$ cat src/wdw_pkg.sv
// Purpose: shared constants and types of the window watchdog reset generator
// Assumes: 25 MHz system clock, all supply and pin levels arrive as logic levels
// Notes: every duration is given in its own unit and converted to cycles or ticks here

package wdw_pkg;

  // ---------------------------------------------------------------------------
  // clock and timebase
  // ---------------------------------------------------------------------------
  localparam int unsigned CLK_PERIOD_NS = 40;
  // sample period of the trigger pin with fast timing
  localparam int unsigned SAMPLE_PERIOD_NS = 250000;
  // least time, so rounded up
  localparam int unsigned SAMPLE_CYCLES = (SAMPLE_PERIOD_NS + CLK_PERIOD_NS - 1) / CLK_PERIOD_NS;
  // slow timing stretches every watchdog and delay duration by this factor
  localparam int unsigned SLOW_FACTOR = 4;
  localparam int unsigned TICK_W = 16;

  // ---------------------------------------------------------------------------
  // supply glitch filter
  // ---------------------------------------------------------------------------
  localparam int unsigned REACTION_TIME_NS = 10000;
  localparam int unsigned RR_CYC_I = (REACTION_TIME_NS + CLK_PERIOD_NS - 1) / CLK_PERIOD_NS;
  localparam logic [8:0] REACTION_CYCLES = 9'(RR_CYC_I);
  localparam logic [8:0] FILT_RESET = 9'h000;

  // ---------------------------------------------------------------------------
  // watchdog windows in sample ticks (fast timing figures)
  // ---------------------------------------------------------------------------
  localparam int unsigned RESET_DELAY_US = 8000;
  localparam int unsigned IGNORE_WINDOW_US = 32000;
  localparam int unsigned OPEN_WINDOW_US = 32000;
  localparam int unsigned CLOSED_WINDOW_US = 32000;
  localparam logic [7:0] DELAY_TICKS = 8'(RESET_DELAY_US * 1000 / SAMPLE_PERIOD_NS);
  localparam logic [7:0] IGNORE_TICKS = 8'(IGNORE_WINDOW_US * 1000 / SAMPLE_PERIOD_NS);
  localparam logic [7:0] OPEN_TICKS = 8'(OPEN_WINDOW_US * 1000 / SAMPLE_PERIOD_NS);
  localparam logic [7:0] CLOSED_TICKS = 8'(CLOSED_WINDOW_US * 1000 / SAMPLE_PERIOD_NS);
  localparam logic [7:0] CNT_RESET = 8'h00;

  // two high samples then two low samples, oldest in the top bit
  localparam logic [3:0] TRIG_PATTERN = 4'hC;
  localparam logic [3:0] SAMP_RESET = 4'h0;

  typedef enum logic [2:0] {
    ST_RESET    = 3'b000,
    ST_IGNORE   = 3'b001,
    ST_OPEN     = 3'b010,
    ST_CLOSED   = 3'b011,
    ST_DISABLED = 3'b100
  } wdw_state_t;

endpackage

$ cat src/wdw_tick_gen.sv
// Purpose: sample tick generator dividing the system clock for the watchdog timebase
// Assumes: slow_i is already synchronised to clk_i
// Notes: tick_o is a one-cycle pulse every period or every SLOW_FACTOR periods

`timescale 1ns/1ps

module wdw_tick_gen #(
  parameter int unsigned CYCLES = wdw_pkg::SAMPLE_CYCLES
) (
  input wire logic clk_i,
  input wire logic rst_n_i,
  input wire logic slow_i,
  output logic tick_o
);

  logic [wdw_pkg::TICK_W-1:0] div;
  logic [wdw_pkg::TICK_W-1:0] next_div;
  logic next_tick;
  logic [wdw_pkg::TICK_W-1:0] last;

  // ---------------------------------------------------------------------------
  // divider
  // ---------------------------------------------------------------------------
  // a switch of timing mode only moves the terminal count; a stale count above it wraps at once
  always_comb begin
    last = slow_i ? wdw_pkg::TICK_W'(CYCLES * wdw_pkg::SLOW_FACTOR - 1) :
                    wdw_pkg::TICK_W'(CYCLES - 1);
    next_tick = (div >= last);
    next_div = next_tick ? '0 : div + 16'h0001;
  end

  always_ff @(posedge clk_i or negedge rst_n_i) begin
    if (!rst_n_i) begin
      div <= 16'h0000;
      tick_o <= 1'b0;
    end else begin
      div <= next_div;
      tick_o <= next_tick;
    end
  end

endmodule

$ cat src/wdw_reset_gen.sv
// Purpose: supply-fail reset and window watchdog driving the controller reset line
// Assumes: supply comparators, timing-select comparators and trigger pin are asynchronous
// Notes: all durations are counted in sample ticks except the supply glitch filter

`timescale 1ns/1ps

// Operation
// - either supply low longer than reaction time pulls reset low; shorter dips ignored
// - after low supply returns, hold reset for delay, release only if high supply good
// - timebase divides the clock; timing select chooses fast or slow rate
// - timing select low disables the watchdog, no watchdog resets at all; a window fault in the cycle the disable takes effect still resets
// - after power-on reset stays low for the reset delay, 8 ms fast
// - reset release starts a 32 ms ignore window, trigger pin disregarded
// - open window follows ignore; valid trigger starts closed window immediately
// - valid trigger inside closed window is a premature fault and asserts reset
// - closed window end starts open window, ending at trigger or after 32 ms
// - open window expiring without valid trigger asserts reset
// - trigger is two high then two low samples, sampled every 0.25 ms
// - trigger whose fourth sample lands in the open window is correct
module wdw_reset_gen #(
  parameter int unsigned SAMPLE_CYCLES = wdw_pkg::SAMPLE_CYCLES
) (
  input wire logic clk_i,
  input wire logic rst_n_i,
  input wire logic high_supply_ok_i,
  input wire logic low_supply_ok_i,
  input wire logic timing_fast_i,
  input wire logic timing_off_i,
  input wire logic wd_trigger_in_i,
  output logic reset_out_n_o
);

  // ---------------------------------------------------------------------------
  // pin synchronisers
  // ---------------------------------------------------------------------------
  // bit order: high ok, low ok, fast, off, trigger
  logic [4:0] sync_a;
  logic [4:0] sync_b;
  logic hi_ok;
  logic lo_ok;
  logic fast;
  logic wd_off;
  logic trig_s;

  always_ff @(posedge clk_i or negedge rst_n_i) begin
    if (!rst_n_i) begin
      sync_a <= 5'h00;
      sync_b <= 5'h00;
    end else begin
      sync_a <= {high_supply_ok_i, low_supply_ok_i, timing_fast_i, timing_off_i,
                 wd_trigger_in_i};
      sync_b <= sync_a;
    end
  end

  assign hi_ok = sync_b[4];
  assign lo_ok = sync_b[3];
  assign fast = sync_b[2];
  assign wd_off = sync_b[1];
  assign trig_s = sync_b[0];

  // ---------------------------------------------------------------------------
  // timebase
  // ---------------------------------------------------------------------------
  logic tick;

  wdw_tick_gen #(
    .CYCLES(SAMPLE_CYCLES)
  ) u_tick (
    .clk_i(clk_i),
    .rst_n_i(rst_n_i),
    .slow_i(!fast),
    .tick_o(tick)
  );

  // ---------------------------------------------------------------------------
  // supply glitch filters
  // ---------------------------------------------------------------------------
  logic [8:0] hi_cnt;
  logic [8:0] lo_cnt;
  logic [8:0] next_hi_cnt;
  logic [8:0] next_lo_cnt;
  logic hi_fail;
  logic lo_fail;
  logic next_hi_fail;
  logic next_lo_fail;

  function automatic logic [8:0] filt_step(input logic ok, input logic [8:0] cnt);
    if (ok) begin
      filt_step = wdw_pkg::FILT_RESET;
    end else if (cnt == wdw_pkg::REACTION_CYCLES) begin
      filt_step = cnt;
    end else begin
      filt_step = cnt + 9'h001;
    end
  endfunction

  // a dip must outlast the reaction time before it counts, so short glitches vanish
  always_comb begin
    next_hi_cnt = filt_step(hi_ok, hi_cnt);
    next_lo_cnt = filt_step(lo_ok, lo_cnt);
    next_hi_fail = !hi_ok && (hi_cnt == wdw_pkg::REACTION_CYCLES);
    next_lo_fail = !lo_ok && (lo_cnt == wdw_pkg::REACTION_CYCLES);
  end

  // both supplies count as failed only for the first clock after reset
  always_ff @(posedge clk_i or negedge rst_n_i) begin
    if (!rst_n_i) begin
      hi_cnt <= wdw_pkg::FILT_RESET;
      lo_cnt <= wdw_pkg::FILT_RESET;
      hi_fail <= 1'b1;
      lo_fail <= 1'b1;
    end else begin
      hi_cnt <= next_hi_cnt;
      lo_cnt <= next_lo_cnt;
      hi_fail <= next_hi_fail;
      lo_fail <= next_lo_fail;
    end
  end

  // ---------------------------------------------------------------------------
  // trigger sampler
  // ---------------------------------------------------------------------------
  logic [3:0] samp;
  logic [3:0] next_samp;
  logic trig_valid;

  // sampling runs in every state so a pulse straddling a window edge is judged whole
  always_comb begin
    next_samp = tick ? {samp[2:0], trig_s} : samp;
    trig_valid = tick && ({samp[2:0], trig_s} == wdw_pkg::TRIG_PATTERN);
  end

  always_ff @(posedge clk_i or negedge rst_n_i) begin
    if (!rst_n_i) begin
      samp <= wdw_pkg::SAMP_RESET;
    end else begin
      samp <= next_samp;
    end
  end

  // ---------------------------------------------------------------------------
  // window state machine
  // ---------------------------------------------------------------------------
  wdw_pkg::wdw_state_t state;
  wdw_pkg::wdw_state_t next_state;
  logic [7:0] cnt;
  logic [7:0] next_cnt;
  logic [7:0] cnt_inc;
  logic next_reset_n;

  always_comb begin
    next_state = state;
    cnt_inc = tick ? cnt + 8'h01 : cnt;
    next_cnt = cnt_inc;
    case (state)
      wdw_pkg::ST_RESET: begin
        // delay runs only while the low supply is good
        if (lo_fail) begin
          next_cnt = wdw_pkg::CNT_RESET;
        end else if (cnt >= wdw_pkg::DELAY_TICKS) begin
          next_cnt = wdw_pkg::DELAY_TICKS;
          if (!hi_fail) begin
            next_state = wd_off ? wdw_pkg::ST_DISABLED : wdw_pkg::ST_IGNORE;
            next_cnt = wdw_pkg::CNT_RESET;
          end
        end
      end
      wdw_pkg::ST_IGNORE: begin
        // trigger results are dropped here
        if (tick && cnt == wdw_pkg::IGNORE_TICKS - 8'h01) begin
          next_state = wdw_pkg::ST_OPEN;
          next_cnt = wdw_pkg::CNT_RESET;
        end
      end
      wdw_pkg::ST_OPEN: begin
        if (trig_valid) begin
          next_state = wdw_pkg::ST_CLOSED;
          next_cnt = wdw_pkg::CNT_RESET;
        end else if (tick && cnt == wdw_pkg::OPEN_TICKS - 8'h01) begin
          next_state = wdw_pkg::ST_RESET;
          next_cnt = wdw_pkg::CNT_RESET;
        end
      end
      wdw_pkg::ST_CLOSED: begin
        if (trig_valid) begin
          next_state = wdw_pkg::ST_RESET;
          next_cnt = wdw_pkg::CNT_RESET;
        end else if (tick && cnt == wdw_pkg::CLOSED_TICKS - 8'h01) begin
          next_state = wdw_pkg::ST_OPEN;
          next_cnt = wdw_pkg::CNT_RESET;
        end
      end
      wdw_pkg::ST_DISABLED: begin
        next_cnt = wdw_pkg::CNT_RESET;
        if (!wd_off) begin
          next_state = wdw_pkg::ST_IGNORE;
        end
      end
      default: begin
        next_state = wdw_pkg::ST_RESET;
        next_cnt = wdw_pkg::CNT_RESET;
      end
    endcase
    // turning the watchdog off stops it in any running window, unless a window fault resets it in that same cycle
    if (wd_off && next_state != wdw_pkg::ST_RESET && state != wdw_pkg::ST_RESET) begin
      next_state = wdw_pkg::ST_DISABLED;
      next_cnt = wdw_pkg::CNT_RESET;
    end
    // a supply failure overrides everything and restarts the delay, except a high-supply failure while already in ST_RESET
    if (hi_fail || lo_fail) begin
      next_state = wdw_pkg::ST_RESET;
      if (state != wdw_pkg::ST_RESET) begin
        next_cnt = wdw_pkg::CNT_RESET;
      end
    end
    next_reset_n = (next_state != wdw_pkg::ST_RESET);
  end

  always_ff @(posedge clk_i or negedge rst_n_i) begin
    if (!rst_n_i) begin
      state <= wdw_pkg::ST_RESET;
      cnt <= wdw_pkg::CNT_RESET;
      reset_out_n_o <= 1'b0;
    end else begin
      state <= next_state;
      cnt <= next_cnt;
      reset_out_n_o <= next_reset_n;
    end
  end

  // ---------------------------------------------------------------------------
  // checks
  // ---------------------------------------------------------------------------
  // helper: cycles since the last tick, and whether fast timing held since that tick;
  // a mode switch between two ticks moves the terminal count, so that gap is not judged
  logic [15:0] gap;
  logic gap_ok;

  always_ff @(posedge clk_i or negedge rst_n_i) begin
    if (!rst_n_i) begin
      gap <= 16'h0000;
      gap_ok <= 1'b0;
    end else begin
      gap <= tick ? 16'h0000 : gap + 16'h0001;
      gap_ok <= tick ? fast : (gap_ok && fast);
    end
  end

  supply_fail_a: assert property (@(posedge clk_i) disable iff (!rst_n_i)
    (hi_fail || lo_fail) |=> !reset_out_n_o)
    else $error("supply failure did not hold reset low");

  release_hi_a: assert property (@(posedge clk_i) disable iff (!rst_n_i)
    $rose(reset_out_n_o) |-> !$past(hi_fail) && !$past(lo_fail))
    else $error("reset released with a supply below threshold");

  tick_period_a: assert property (@(posedge clk_i) disable iff (!rst_n_i)
    (tick && gap_ok && fast) |-> gap == 16'(SAMPLE_CYCLES - 1))
    else $error("fast timebase period wrong");

  wd_off_a: assert property (@(posedge clk_i) disable iff (!rst_n_i)
    (state == wdw_pkg::ST_DISABLED && !hi_fail && !lo_fail) |=> reset_out_n_o)
    else $error("reset asserted while watchdog disabled");

  delay_a: assert property (@(posedge clk_i) disable iff (!rst_n_i)
    $rose(reset_out_n_o) |-> $past(cnt) == wdw_pkg::DELAY_TICKS)
    else $error("reset released before the delay ran out");

  ignore_start_a: assert property (@(posedge clk_i) disable iff (!rst_n_i)
    ($rose(reset_out_n_o) && !$past(wd_off)) |-> state == wdw_pkg::ST_IGNORE && cnt == 8'h00)
    else $error("ignore window not started at reset release");

  closed_start_a: assert property (@(posedge clk_i) disable iff (!rst_n_i)
    (state == wdw_pkg::ST_OPEN && trig_valid && !hi_fail && !lo_fail && !wd_off)
    |=> state == wdw_pkg::ST_CLOSED ##1 reset_out_n_o)
    else $error("valid trigger in open window did not start closed window");

  pretrigger_a: assert property (@(posedge clk_i) disable iff (!rst_n_i)
    (state == wdw_pkg::ST_CLOSED && trig_valid) |=> !reset_out_n_o)
    else $error("premature trigger did not reset");

  reopen_a: assert property (@(posedge clk_i) disable iff (!rst_n_i)
    (state == wdw_pkg::ST_CLOSED && tick && cnt == wdw_pkg::CLOSED_TICKS - 8'h01 &&
     !trig_valid && !hi_fail && !lo_fail && !wd_off) |=> state == wdw_pkg::ST_OPEN)
    else $error("open window not restarted after closed window");

  timeout_a: assert property (@(posedge clk_i) disable iff (!rst_n_i)
    (state == wdw_pkg::ST_OPEN && tick && cnt == wdw_pkg::OPEN_TICKS - 8'h01 && !trig_valid)
    |=> !reset_out_n_o)
    else $error("open window timeout did not reset");

  trig_shape_a: assert property (@(posedge clk_i) disable iff (!rst_n_i)
    trig_valid |-> tick && !trig_s && samp[2:0] == 3'b110)
    else $error("trigger accepted without two high then two low samples");

endmodule

$ cat config.mk
export PLATFORM = sky130hd
export DESIGN_NAME = wdw_reset_gen
export DESIGN_NICKNAME = d
export VERILOG_FILES = /design/src/wdw_pkg.sv /design/src/wdw_tick_gen.sv /design/src/wdw_reset_gen.sv
export SDC_FILE = /design/constraint.sdc
export NUM_CORES = 1
export LEC_CHECK = 0
export ABC_AREA = 1
export BUFFER_PORTS_ARGS = -buffer_cell sky130_fd_sc_hd__buf_2
export CORE_MARGIN = 2
export CORE_UTILIZATION = 44
export DETAILED_ROUTE_END_ITERATION = 10
export HOLD_SLACK_MARGIN = 0.05
export PLACE_DENSITY_LB_ADDON = 0.2
export SLEW_MARGIN = 20
export SYNTH_ARGS = -nofsm -noshare
export SYNTH_HDL_FRONTEND = slang
export SYNTH_SLANG_ARGS = --single-unit
export TNS_END_PERCENT = 50
$ cat constraint.sdc
create_clock -name clk_i -period 2.1 [get_ports clk_i]
set_input_delay 0.63 -clock clk_i [delete_from_list [all_inputs] [get_ports clk_i]]
set_output_delay 0.63 -clock clk_i [all_outputs]
set_load 0.005 [all_outputs]
==> flow_summary_export.csv <==
group,metric,value,unit
run_status,status,"complete, no violations",
timing,worst_pin_slew,0.320,ns
worst_hold_path,hold_class,"primary input to async pin",
clock_tree,clock-root-buffer,"clkbuf_8",
clock_tree,clk_latency,0.33,ns
clock_tree,cts_resized,0,
route,routed_wl,5640,um
timing,drv_slew,0,
worst_setup_path,reg2regPathDepth,7,
logic_synthesis,synthFlopType,"dfrtp_1",
final_layout,nFillCells,684,
clock_tree,numCtsBuffers,9,
logic_synthesis,async_flop_share,100,%
logic_synthesis,synthesis.area,3240,um^2
logic_synthesis,synth.distinct_cells,34,
logic_synthesis,synth.top_cells.by_area,"dfrtp_1, nand2_1, ha_1",
timing,rsz0062_at_grt,"false",
route,drt.antenna.violating_nets,0,
timing,whs,0.177,ns
placed_design,gp_congestion,0.776,
timing,finalHoldViolations,0,
logic_synthesis,synth_top_area_cell,"dfrtp_1",
route,drtIter0Drc,114,
global_routing,grtUsageTotal,15.9,%
final_layout,stdcell_count,502,
worst_setup_path,r2r_start,"sync_b[2]",
clock_tree,cts-hold-fix-buffers,0,
clock_tree,cts_tree,"yes",
final_layout,layout.nets,422,
pwr,p_per_area,723,nW/um^2
floorplanning,core-area,7180,um^2
logic_synthesis,yosysMostFrequentCell,"nand2_1",
final_layout,fin_area,3620,um^2
worst_setup_path,reg2reg_to,"u_tick.div[11]",
floorplanning,start_util,45.2,%
logic_synthesis,syn-num-nets,404,
clock_tree,clock_path_buffers,2,
placed_design,dp_cells,486,
placed_design,hpwl,4060,um
worst_setup_path,path_class,"flop to flop",
timing,max_freq,548,MHz
floorplanning,die_h,89.9,um
worst_setup_path,cp.arrival,2.08,ns
global_routing,grt_max_degree,52,
floorplanning,die_w,89.9,um
clock_tree,clk_pin_slew,0.07,ns
route,dr_total_vias,2385,
timing,fin_crit,1.82,ns
timing,fin_tns_setup,0,ns
placed_design,io_buffers,7,
route,vias_per_cell,4.75,
route,drt-pass1-iter-count,4,
timing,max_slew_margin,78.6,%
global_routing,grt_pass1_vias,2280,
logic_synthesis,avgSynthCellArea,8.53,um^2
logic_synthesis,ys_seq_elements,62,
timing,timing.final.crit_share,86.9,%
worst_setup_path,start_kind,"flop",
pwr,max-vdd-ir-drop,373,uV
floorplanning,rows,31,
clock_tree,cts_sinks,62,
worst_setup_path,required,2.36,ns
floorplanning,ioPinCount,8,
final_layout,drive_gt1_share,14.4,%
logic_synthesis,yosysSeqAreaShare,47.9,%
global_routing,grt_antenna_before_repair,0,
logic_synthesis,synthCells,380,
pwr,cellLeakagePower,1.73,nW
worst_setup_path,cp_max_fo,14,
logic_synthesis,synth_top_cells_by_count,"nand2_1, dfrtp_1, inv_1",
run,maxCapViolations,0,
final_layout,antennaDiodeCount,0,
logic_synthesis,yosysWarnings,0,
logic_synthesis,synth_edf_count,0,
clock_tree,h-tree-depth,3,
worst_setup_path,setup.worst_path.start,"sync_b[2]",
route,routedWlPerCell,11.2,um
global_routing,grt-ovfl-total,0,
timing,finClkSkew,0.00821,ns
logic_synthesis,synth_top_area_share,46.3,%
placed_design,place_area,3410,um^2
global_routing,grt_pass1_wl,10300,um
clock_tree,post-cts-setup-buffers,0,
worst_setup_path,endpoint_kind,"flop",
final_layout,syn_to_final_growth,11.7,%
worst_setup_path,r2r_slack,0.28,ns
floorplanning,die_area,8070,um^2
route,remaining_drc_errors,0,
timing,setup_viol,0,
## cells in the final DEF, fill, tap and decap left out, drive strengths merged
master	instances
a211oi	2
a21oi	19
a31o	1
a31oi	2
buf	9
bufinv	1
clkbuf	10
clkinvlp	4
dfrtp	60
dfstp	2
ha	17
inv	58
nand2	72
nand3	21
nand3b	2
nand4	8
nor2	62
nor3	12
nor4	1
o211ai	2
o21a	1
o21ai	20
o311ai	1
o31a	1
xnor2	6
xor2	9
## worst max path at each step
stage | end | slack, ns | cells after the start
floorplan | u_tick.div[14] | 0.42 | 8
global placement | u_tick.div[10] | 0.27 | 7
detailed placement | u_tick.div[10] | 0.20 | 7
CTS | u_tick.div[11] | 0.19 | 7
global route | u_tick.div[14] | 0.07 | 9
finish | u_tick.div[11] | 0.28 | 7
## critical path: stages, from the launching register on
cell and delay [ns]:
dfrtp_1 0.47, inv_1 0.14, ha_1 0.35, a21oi_1 0.13, nand2_1 0.08, a21oi_2 0.25, nand2_4 0.16, a21oi_1 0.16
## layer usage
metal  GRT usage (%)  part of all wire, %  up-vias
li1                -                    -     1260
met1            20.9                   50     1093
met2            25.4                   46       24
met3            3.10                  2.3        8
met4            7.44                  1.9        0
met5               0                    0        -
## per-stage QoR
step / power, W / util, % / setup WS (ns)
after floorplan: 0.00149 / - / 0.417
final: 0.00262 / 50.5 / 0.276
after CTS: 0.00266 / 50.4 / 0.190
after global routing: 0.00277 / 50.5 / 0.0687
after global placement: 0.00157 / 47.5 / 0.270
after detailed placement: 0.00157 / 47.5 / 0.199
## sequential cells by signal (all words and copies together) (netlist names)
name / flops
cnt: 8
hi_cnt: 9
hi_fail: 1
lo_cnt: 9
lo_fail: 1
reset_out_n_o: 1
samp: 3
state: 3
sync_a: 5
sync_b: 5
u_tick.div: 16
u_tick.tick_o: 1
## cell families (layout without fill, tap and decap cells)
kind of cell | after synthesis | in the layout | share of synthesized area [%]
flip-flops | 62 | 62 | 47.9
AO/OA/AOI/OAI | 49 | 49 | 8.72
XOR/XNOR | 15 | 15 | 4.05
adder cells (fa/ha/maj) | 17 | 17 | 6.56
AND/OR/NAND/NOR | 178 | 178 | 25.5
buffers and inverters | 59 | 82 | 7.29
## final cells by class
cell class / count / area (um^2) / share of cell area [%]
clock inverter: 6 / 68.8 / 1.90
inverter: 57 / 214 / 5.90
sequential: 62 / 1550 / 42.9
clock buffer: 10 / 138 / 3.80
tap: 99 / 124 / 3.42
timing repair buffer: 9 / 62.6 / 1.73
multi-input combinational: 259 / 1460 / 40.4
## power breakdown
group / internal, W / switching (W)
registers: 0.00125 / 0.0000743
clock network: 0.000583 / 0.000487
logic: 0.0000929 / 0.000129
total: 0.00193 / 0.000689
Power figures use the tool's default switching activity.
